$ cat config.mk
export PLATFORM = sky130hd
export DESIGN_NAME = port_pin_override_logic
export DESIGN_NICKNAME = d
export VERILOG_FILES = /design/src/logic/port_pin_pkg.sv /design/src/logic/port_pin_override_logic.sv /design/src/logic/pin_input_sync.sv
export VERILOG_INCLUDE_DIRS = /design/src /design/src/logic
export SDC_FILE = /design/constraint.sdc
export NUM_CORES = 1
export LEC_CHECK = 0
export BUFFER_PORTS_ARGS = -buffer_cell sky130_fd_sc_hd__buf_2
export CELL_PAD_IN_SITES_DETAIL_PLACEMENT = 0
export CELL_PAD_IN_SITES_GLOBAL_PLACEMENT = 1
export CORE_UTILIZATION = 44
export CTS_CLUSTER_SIZE = 16
export DETAILED_ROUTE_END_ITERATION = 16
export GPL_ROUTABILITY_DRIVEN = 1
export MAX_ROUTING_LAYER = met4
export PLACE_DENSITY = 0.95
export SYNTH_ARGS = -nofsm -noshare
export SYNTH_HDL_FRONTEND = slang
export SYNTH_SLANG_ARGS = --single-unit
$ cat constraint.sdc
create_clock -name i_core_clk -period 2.21 [get_ports i_core_clk]
set_input_delay 0.3315 -clock i_core_clk [delete_from_list [all_inputs] [get_ports i_core_clk]]
set_output_delay 0.3315 -clock i_core_clk [all_outputs]
set_load 0.02 [all_outputs]
$ cat src/logic/port_pin_consts.svh
// Constants for the port pin override block: register map, bit positions, timing.
`ifndef PORT_PIN_CONSTS_SVH
`define PORT_PIN_CONSTS_SVH

// Register word indices (byte address bits 5:2)
`define ADDR_DIRECTION 4'h0
`define ADDR_DRIVE 4'h1
`define ADDR_SAMPLE 4'h2
`define ADDR_SPECIAL_IO 4'h3
`define ADDR_SYSTEM_CTRL 4'h4
`define ADDR_INT_CTRL 4'h5
`define ADDR_INT_FLAG 4'h6
// Address decode width
`define ADDR_W 6
`define ADDR_WORD_LSB 2

// Special function control: global pull-up disable
`define SFIO_PULLUP_DISABLE_BIT 2
`define SFIO_RESET 8'h00
// System control bits
`define SYS_ASYNC_TIMER_BIT 0
`define SYS_INTRC_BIT 1
`define SYS_CRYSTAL_BIT 2
`define SYS_RESET 8'h00
// Pin seven of port B sits at index PIN_SEVEN + 4
`define PIN_SEVEN 3
`define PORT_RESET 8'h00

// Read answer latency in cycles after the request is seen
`define READ_WAIT_CYCLES 1

`endif

$ cat src/logic/port_pin_pkg.sv
// Types shared by the port pin override logic.
package port_pin_pkg;

    // Sleep controller modes
    typedef enum logic [2:0]
    {
        sleep_active_type_v = 3'h0,
        sleep_idle_type_v = 3'h1,
        sleep_adc_type_v = 3'h2,
        sleep_power_down_type_v = 3'h3,
        sleep_power_save_type_v = 3'h4,
        sleep_standby_type_v = 3'h5
    } sleep_mode_type;

    // Bus slave state
    typedef enum logic [1:0]
    {
        bus_idle = 2'h0,
        bus_answer = 2'h1,
        bus_done = 2'h2
    } bus_state_type;

endpackage

$ cat src/logic/port_pin_override_logic.sv
// Port pin override logic with Avalon-MM register slave.
//
// What this block does
// No override: pull-up when dir,drive,disable = 010
// Override enable: pull-up follows override value
// Direction override selects output buffer enable
// Output level from value override or drive
// Input enable override, else sleep state
// Alternate input taken before the synchroniser
// Clamp inputs in deep sleep modes
// Enabled interrupt pins bypass the clamp
// Clamped high interrupt pin flags on wake
// Global disable bit kills pull-ups not under override
// Pull-ups off while reset active
// Async timer select hands pin seven over
// Takeover needs RC clock and async timer
// Crystal mode takes pin seven as clock
// Clock pin reads zero in direction, drive and sample
// Software waits one instruction before readback
// Pins without alternate function: overrides zero
// Direction one drives drive value out
// Sample bit passes through synchroniser
`include "port_pin_consts.svh"
module port_pin_override_logic
    import port_pin_pkg::*;
#(
    parameter int PINS = 8,
    parameter logic [PINS-1:0] ALT_PRESENT = 8'hff
)
(
    input wire logic i_core_clk,
    input wire logic i_rst_n,
    // Avalon-MM slave
    input wire logic [`ADDR_W-1:0] i_avs_address,
    input wire logic i_avs_read,
    input wire logic i_avs_write,
    input wire logic [31:0] i_avs_writedata,
    output logic [31:0] o_avs_readdata,
    output logic o_avs_waitrequest,
    // Peripheral overrides
    input wire logic [PINS-1:0] i_pullup_override_enable,
    input wire logic [PINS-1:0] i_pullup_override_value,
    input wire logic [PINS-1:0] i_direction_override_enable,
    input wire logic [PINS-1:0] i_direction_override_value,
    input wire logic [PINS-1:0] i_value_override_enable,
    input wire logic [PINS-1:0] i_value_override_value,
    input wire logic [PINS-1:0] i_input_enable_override_enable,
    input wire logic [PINS-1:0] i_input_enable_override_value,
    input wire logic [2:0] i_sleep_mode,
    // Pads
    input wire logic [PINS-1:0] i_pad_in,
    output logic [PINS-1:0] o_pad_out,
    output logic [PINS-1:0] o_pad_oe,
    output logic [PINS-1:0] o_pad_pullup,
    output logic [PINS-1:0] o_alt_digital_input,
    output logic o_timer_osc_out_enable,
    output logic o_crystal_out_enable
);

    initial
    begin
        if (PINS < `PIN_SEVEN + 5 || PINS > 32)
        begin
            $error("port_pin_override_logic: PINS must be 8..32");
        end
    end

    // ------------------------------------------------------------
    // Register state
    // ------------------------------------------------------------
    logic [PINS-1:0] direction_bit;
    logic [PINS-1:0] drive_value_bit;
    logic [7:0] special_function_io_control;
    logic [7:0] system_ctrl;
    logic [PINS-1:0] int_enable;
    logic [PINS-1:0] int_flag;
    logic [PINS-1:0] next_direction_bit;
    logic [PINS-1:0] next_drive_value_bit;
    logic [7:0] next_special_function_io_control;
    logic [7:0] next_system_ctrl;
    logic [PINS-1:0] next_int_enable;
    logic [PINS-1:0] next_int_flag;
    bus_state_type bus_state;
    bus_state_type next_bus_state;
    logic [31:0] next_readdata;
    logic next_waitrequest;
    logic [PINS-1:0] pin_sample_bit;
    logic was_clamping;

    // ------------------------------------------------------------
    // Combinational pin muxing
    // ------------------------------------------------------------
    logic pullup_global_disable;
    logic pin_seven_taken;
    logic timer_takeover;
    logic crystal_takeover;
    logic deep_sleep;
    logic [PINS-1:0] eff_pu_oe;
    logic [PINS-1:0] eff_pu_ov;
    logic [PINS-1:0] eff_dd_oe;
    logic [PINS-1:0] eff_dd_ov;
    logic [PINS-1:0] eff_pv_oe;
    logic [PINS-1:0] eff_pv_ov;
    logic [PINS-1:0] eff_die_oe;
    logic [PINS-1:0] eff_die_ov;
    logic [PINS-1:0] next_pad_out;
    logic [PINS-1:0] next_pad_oe;
    logic [PINS-1:0] next_pad_pullup;
    logic [PINS-1:0] input_enable;
    logic [PINS-1:0] gated_input;
    logic [PINS-1:0] sync_input;
    logic [PINS-1:0] pad_sync;

    // Word index of a byte address
    function automatic logic [3:0] word_index(input logic [`ADDR_W-1:0] addr);
        word_index = addr[`ADDR_WORD_LSB+3:`ADDR_WORD_LSB];
    endfunction

    // Zero-extend a port vector to bus width
    function automatic logic [31:0] widen(input logic [PINS-1:0] v);
        widen = 32'(v);
    endfunction

    assign pullup_global_disable = special_function_io_control[`SFIO_PULLUP_DISABLE_BIT];
    // Crystal selection means the RC is not the chip clock, so crystal wins pin seven
    assign timer_takeover = system_ctrl[`SYS_ASYNC_TIMER_BIT]
        && system_ctrl[`SYS_INTRC_BIT] && !system_ctrl[`SYS_CRYSTAL_BIT];
    assign crystal_takeover = system_ctrl[`SYS_CRYSTAL_BIT];
    assign pin_seven_taken = timer_takeover || crystal_takeover;
    assign deep_sleep = (i_sleep_mode == sleep_power_down_type_v)
        || (i_sleep_mode == sleep_power_save_type_v)
        || (i_sleep_mode == sleep_standby_type_v);

    // Override sources; pins without alternate function see zeros
    always_comb
    begin
        eff_pu_oe = i_pullup_override_enable & ALT_PRESENT;
        eff_pu_ov = i_pullup_override_value & ALT_PRESENT;
        eff_dd_oe = i_direction_override_enable & ALT_PRESENT;
        eff_dd_ov = i_direction_override_value & ALT_PRESENT;
        eff_pv_oe = i_value_override_enable & ALT_PRESENT;
        eff_pv_ov = i_value_override_value & ALT_PRESENT;
        eff_die_oe = i_input_enable_override_enable & ALT_PRESENT;
        eff_die_ov = i_input_enable_override_value & ALT_PRESENT;
        // Clock pin: no pull-up, no driver, input off from port logic
        if (pin_seven_taken)
        begin
            eff_pu_oe[`PIN_SEVEN + 4] = 1'b1;
            eff_pu_ov[`PIN_SEVEN + 4] = 1'b0;
            eff_dd_oe[`PIN_SEVEN + 4] = 1'b1;
            eff_dd_ov[`PIN_SEVEN + 4] = 1'b0;
            eff_pv_oe[`PIN_SEVEN + 4] = 1'b0;
            eff_pv_ov[`PIN_SEVEN + 4] = 1'b0;
            eff_die_oe[`PIN_SEVEN + 4] = 1'b1;
            eff_die_ov[`PIN_SEVEN + 4] = 1'b0;
        end
    end

    // Pull-up, driver enable, output level and input enable per pin
    always_comb
    begin
        for (int i = 0; i < PINS; i++)
        begin
            if (eff_pu_oe[i])
            begin
                next_pad_pullup[i] = eff_pu_ov[i];
            end
            else
            begin
                next_pad_pullup[i] = ({direction_bit[i], drive_value_bit[i],
                    pullup_global_disable} == 3'b010);
            end
            next_pad_oe[i] = eff_dd_oe[i] ? eff_dd_ov[i] : direction_bit[i];
            next_pad_out[i] = eff_pv_oe[i] ? eff_pv_ov[i] : drive_value_bit[i];
            if (eff_die_oe[i])
            begin
                input_enable[i] = eff_die_ov[i];
            end
            else
            begin
                input_enable[i] = !deep_sleep || int_enable[i];
            end
        end
    end

    // Clamp to ground at the Schmitt input; alternate users sync themselves
    assign gated_input = i_pad_in & input_enable;
    assign o_alt_digital_input = gated_input;

    // Raw pads ride along so the wake flags never see an unsynchronised level
    pin_input_sync #(
        .WIDTH(2 * PINS)
    ) u_sync (
        .i_core_clk(i_core_clk),
        .i_rst_n(i_rst_n),
        .i_async({i_pad_in, gated_input}),
        .o_sync({pad_sync, sync_input})
    );

    // Clock pin samples read zero
    always_comb
    begin
        pin_sample_bit = sync_input;
        if (pin_seven_taken)
        begin
            pin_sample_bit[`PIN_SEVEN + 4] = 1'b0;
        end
    end

    // ------------------------------------------------------------
    // Avalon slave and register updates
    // ------------------------------------------------------------
    // Fixed one wait cycle keeps read mux off the critical path
    always_comb
    begin
        next_bus_state = bus_state;
        next_waitrequest = 1'b1;
        next_readdata = o_avs_readdata;
        next_direction_bit = direction_bit;
        next_drive_value_bit = drive_value_bit;
        next_special_function_io_control = special_function_io_control;
        next_system_ctrl = system_ctrl;
        next_int_enable = int_enable;
        next_int_flag = int_flag;
        case (bus_state)
            bus_idle:
            begin
                if (i_avs_read || i_avs_write)
                begin
                    next_bus_state = bus_answer;
                    next_waitrequest = 1'b0;
                    next_readdata = 32'h0;
                    if (i_avs_write)
                    begin
                        case (word_index(i_avs_address))
                            `ADDR_DIRECTION: next_direction_bit = i_avs_writedata[PINS-1:0];
                            `ADDR_DRIVE: next_drive_value_bit = i_avs_writedata[PINS-1:0];
                            `ADDR_SPECIAL_IO:
                                next_special_function_io_control = i_avs_writedata[7:0];
                            `ADDR_SYSTEM_CTRL: next_system_ctrl = i_avs_writedata[7:0];
                            `ADDR_INT_CTRL: next_int_enable = i_avs_writedata[PINS-1:0];
                            `ADDR_INT_FLAG:
                                next_int_flag = int_flag & ~i_avs_writedata[PINS-1:0];
                            default: next_int_flag = int_flag;
                        endcase
                    end
                    else
                    begin
                        case (word_index(i_avs_address))
                            `ADDR_DIRECTION: next_readdata = widen(pin_seven_taken ?
                                direction_bit & ~(PINS'(1) << (`PIN_SEVEN + 4))
                                : direction_bit);
                            `ADDR_DRIVE: next_readdata = widen(pin_seven_taken ?
                                drive_value_bit & ~(PINS'(1) << (`PIN_SEVEN + 4))
                                : drive_value_bit);
                            `ADDR_SAMPLE: next_readdata = widen(pin_sample_bit);
                            `ADDR_SPECIAL_IO: next_readdata = 32'(special_function_io_control);
                            `ADDR_SYSTEM_CTRL: next_readdata = 32'(system_ctrl);
                            `ADDR_INT_CTRL: next_readdata = widen(int_enable);
                            `ADDR_INT_FLAG: next_readdata = widen(int_flag);
                            default: next_readdata = 32'h0;
                        endcase
                    end
                end
            end
            bus_answer:
            begin
                next_bus_state = bus_idle;
            end
            default:
            begin
                next_bus_state = bus_idle;
            end
        endcase
        // Wake from clamp: high disabled pins see a change; set beats clear
        if (was_clamping && !deep_sleep)
        begin
            next_int_flag = next_int_flag | (pad_sync & ~int_enable);
        end
    end

    // Registers; reset clears the pull-up outputs directly so no pull-ups during reset
    always_ff @(posedge i_core_clk or negedge i_rst_n)
    begin
        if (!i_rst_n)
        begin
            bus_state <= bus_idle;
            o_avs_waitrequest <= 1'b1;
            o_avs_readdata <= 32'h0;
            direction_bit <= `PORT_RESET;
            drive_value_bit <= `PORT_RESET;
            special_function_io_control <= `SFIO_RESET;
            system_ctrl <= `SYS_RESET;
            int_enable <= `PORT_RESET;
            int_flag <= `PORT_RESET;
            was_clamping <= 1'b0;
            o_pad_out <= '0;
            o_pad_oe <= '0;
            o_pad_pullup <= '0;
            o_timer_osc_out_enable <= 1'b0;
            o_crystal_out_enable <= 1'b0;
        end
        else
        begin
            bus_state <= next_bus_state;
            o_avs_waitrequest <= next_waitrequest;
            o_avs_readdata <= next_readdata;
            direction_bit <= next_direction_bit;
            drive_value_bit <= next_drive_value_bit;
            special_function_io_control <= next_special_function_io_control;
            system_ctrl <= next_system_ctrl;
            int_enable <= next_int_enable;
            int_flag <= next_int_flag;
            was_clamping <= deep_sleep;
            o_pad_out <= next_pad_out;
            o_pad_oe <= next_pad_oe;
            o_pad_pullup <= next_pad_pullup;
            o_timer_osc_out_enable <= timer_takeover;
            o_crystal_out_enable <= crystal_takeover;
        end
    end

endmodule

$ cat src/logic/pin_input_sync.sv
// Three-stage pad input synchroniser with agreement filter.
`include "port_pin_consts.svh"
module pin_input_sync
#(
    parameter int WIDTH = 8
)
(
    input wire logic i_core_clk,
    input wire logic i_rst_n,
    input wire logic [WIDTH-1:0] i_async,
    output logic [WIDTH-1:0] o_sync
);

    logic [WIDTH-1:0] stage_one;
    logic [WIDTH-1:0] stage_two;
    logic [WIDTH-1:0] stage_three;
    logic [WIDTH-1:0] held;
    logic [WIDTH-1:0] next_held;

    initial
    begin
        if (WIDTH < 1)
        begin
            $error("pin_input_sync: WIDTH must be positive");
        end
    end

    // A change counts only once the last two stages agree
    always_comb
    begin
        next_held = held;
        for (int i = 0; i < WIDTH; i++)
        begin
            if (stage_two[i] == stage_three[i])
            begin
                next_held[i] = stage_three[i];
            end
        end
    end

    // Stage one is read only by stage two
    always_ff @(posedge i_core_clk or negedge i_rst_n)
    begin
        if (!i_rst_n)
        begin
            stage_one <= '0;
            stage_two <= '0;
            stage_three <= '0;
            held <= '0;
        end
        else
        begin
            stage_one <= i_async;
            stage_two <= stage_one;
            stage_three <= stage_two;
            held <= next_held;
        end
    end

    assign o_sync = held;

endmodule

==> flow_summary_export.csv <==
group,metric,value,unit
timing,fin_setup_tns,0,ns
finish,layout.nets,684,
finish,final_common_cell,"dfrtp_1",
synth,avgSynthCellArea,14.2,µm²
finish,diodes,0,
timing,post-route-period-util,0.966,
synth,async_flop_share,1.00,
timing,tightest_slew,0.542,ns
placed_design,gp_congestion,0.840,
setup_path,r2r_slack,0.42,ns
synth,yosysSeqAreaShare,0.633,
power_and_ir_drop,power_density,1010,nW/µm²
setup_path,worst_ep_required_time,1.88,ns
finish,multiInputGateArea,1890,µm²
worst_hold_path,hold_class,"input pin to register",
finish,final_cell_mix,"dfrtp_1, buf_2, nand2_1, mux2_1, conb_1",
setup_path,end_kind,"output pin",
clocking,cts_tree,"built",
synth,synth_area_leaders,"dfrtp_1, mux2_1, mux2_4",
setup_path,reg2reg_depth,4,
global_routing,grt_pass1_wl,21000,µm
global_routing,antenna_found_initial,0,
timing,whs,0.0290,ns
timing,clock_skew,0.00620,ns
setup_path,cp_max_fo,4,
setup_path,cp-endpoint,"o_alt_digital_input[7]",
synth,yosys_most_used_dff,"dfrtp_1",
placed_design,post-dp-hpwl,8980,µm
power_and_ir_drop,ir_worst_vdd,0.602,mV
drt,drt_iter0_drc,180,
synth,yosysTopAreaCell,"dfrtp_1",
synth,synth-edff-count,0,
synth,synth_top_area_frac,0.628,
finish,syn_to_final_growth,24.8,%
timing,setup_slack,0.0757,ns
setup_path,reg2reg_from,"bus_state[0]",
timing,max_slew_margin,0.639,
timing,fin_crit,2.13,ns
clocking,postCtsSetupRepairBufs,0,
global_routing,grt_overflow,0,
floorplan,row_count,41,
clocking,cts_root_buffer,"clkbuf_16",
finish,fillers,1059,
placed_design,place_inst,719,
floorplan,start_util,0.460,
setup_path,worstSetupPathType,"register to output pin",
power_and_ir_drop,power.leakage,3.65,nW
clocking,path_clk_slew,0.06,ns
clocking,clk_latency,0.42,ns
setup_path,cp.arrival,1.80,ns
timing,fmax,0.469,GHz
global_routing,grt_usage,0.208,
global_routing,use_met2,0.338,
finish,drive_gt1_frac,0.377,
synth,synthCells,415,
synth,yosys_warnings,0,
clocking,cts_buffers,17,
setup_path,critPathLaunchType,"register",
global_routing,met3_usage,0.0557,
synth,synth-seq-cells,149,
placed_design,post-place-ws,0.313,ns
drt,post-route-drc-count,0,
floorplan,ios,184,
clocking,htree_num_levels,4,
finish,regArea,3730,µm²
drt,vias_per_cell,5.04,
drt,wl_per_cell,17.1,µm
floorplan,core,12800,µm²
timing,rsz0062_at_grt,"no",
floorplan,die_area,13900,µm²
drt,num_vias,3779,
timing,slew_violations,0,
floorplan,die_h,118,µm
worst_hold_path,hold_depth,1,
clocking,clockBufferDepth,2,
drt,drt_wl_total,12800,µm
synth,netlist_area,5890,µm²
drt,dr.pass1.iters,4,
setup_path,crit_path_start,"system_ctrl[1]",
timing,setup_violations,0,
clocking,cts_num_sinks,149,
placed_design,io_buffers,133,
synth,ys_types,50,
global_routing,groute.layer.met1.usage,0.237,
finish,stdcell_count,750,
status,outcome,"completed",
job,cap_violations,0,
setup_path,r2r_end,"direction_bit[3]",
global_routing,grt_pass1_vias,4082,
floorplan,die_x,118,µm
global_routing,top_usage_layer,"met2",
global_routing,grt_max_degree,52,
drt,ant_nets,0,
timing,finalHoldViolCount,0,
clocking,cts-resized-gates,0,
## registers in the layout, indices dropped and copies added (netlist names), 16 cells and up
register and count:
u_sync.stage_three 16, u_sync.o_sync 16, u_sync.stage_one 16, u_sync.stage_two 16
## power by group
group	total [mW]	switching, mW	internal, mW
sequential	3.37	0.263	3.10
clock	3.03	1.04	1.99
combinational	1.02	0.536	0.481
total	7.41	1.84	5.57
## worst max-delay path, cell delays in order, from the launching register on
cell     delay (ns)
dfrtp_1        0.44
a21oi_1        0.44
nand2_1        0.11
nor3_1         0.19
buf_2          0.21
## layer usage
| layer | wire length (µm) | part of all wire |
|---|---|---|
| met5 | 0 | 0 |
| met4 | 429 | 0.034 |
| met3 | 795 | 0.062 |
| met2 | 6510 | 0.51 |
| met1 | 5060 | 0.40 |
## through the flow
step | utilization | total power, mW | instance area, µm²
2_1_floorplan | - | 4.01 | 5980
5_1_grt | 0.574 | 7.74 | 7360
3_3_place_gp | 0.524 | 4.36 | 6720
4_1_cts | 0.574 | 7.49 | 7360
6_report | 0.574 | 7.41 | 7360
3_5_place_dp | 0.524 | 4.43 | 6720
## how the worst min path moves through the flow
stage	from	end	slack (ns)
finish	i_pad_in[3]	u_sync.stage_one[11]	0.03
global route	i_pad_in[6]	u_sync.stage_one[14]	0.02
CTS	i_pad_in[6]	u_sync.stage_one[14]	0.008
detailed placement	i_rst_n	o_pad_oe[0]	0.30
global placement	i_rst_n	o_pad_oe[0]	0.30
floorplan	i_rst_n	bus_state[0]	0.04
## cell usage after synthesis, drive strengths merged, types with 3 or more instances
cell type and count:
a32o 8, nor4b 3, a21oi 3, dfrtp 148, mux4 6, o41ai 3
mux2i 3, buf 34, a31oi 8, maj3 16, nand3b 3, nor2 9
o221ai 6, inv 25, mux2 56, nand2 38, o21ai 16, a222oi 6
## timing repair
item / in CTS / in global routing
setup endpoints to repair: 0 / 0
hold buffers: 1 / 0
endpoints found under the hold margin: 49 / 0
## cell families (layout without fill, tap and decap cells)
kind of cell,after synthesis,in the layout,share of synthesized area
mux,65,65,0.145
buf+inv,61,201,0.0603
fa+ha+maj,16,16,0.0272
flops,149,149,0.633
other cells,1,24,0.000636
simple gates,68,68,0.0650
compound gates,55,55,0.0688
## cell type report
cell class                 count  area share
timing repair buffer         145       0.107
clock buffer                  21      0.0653
tap                          172      0.0293
multi-input combinational    228       0.257
clock inverter                 9      0.0204
inverter                      26      0.0133
sequential                   149       0.507
No activity file was read; power rests on OpenSTA's default activity.
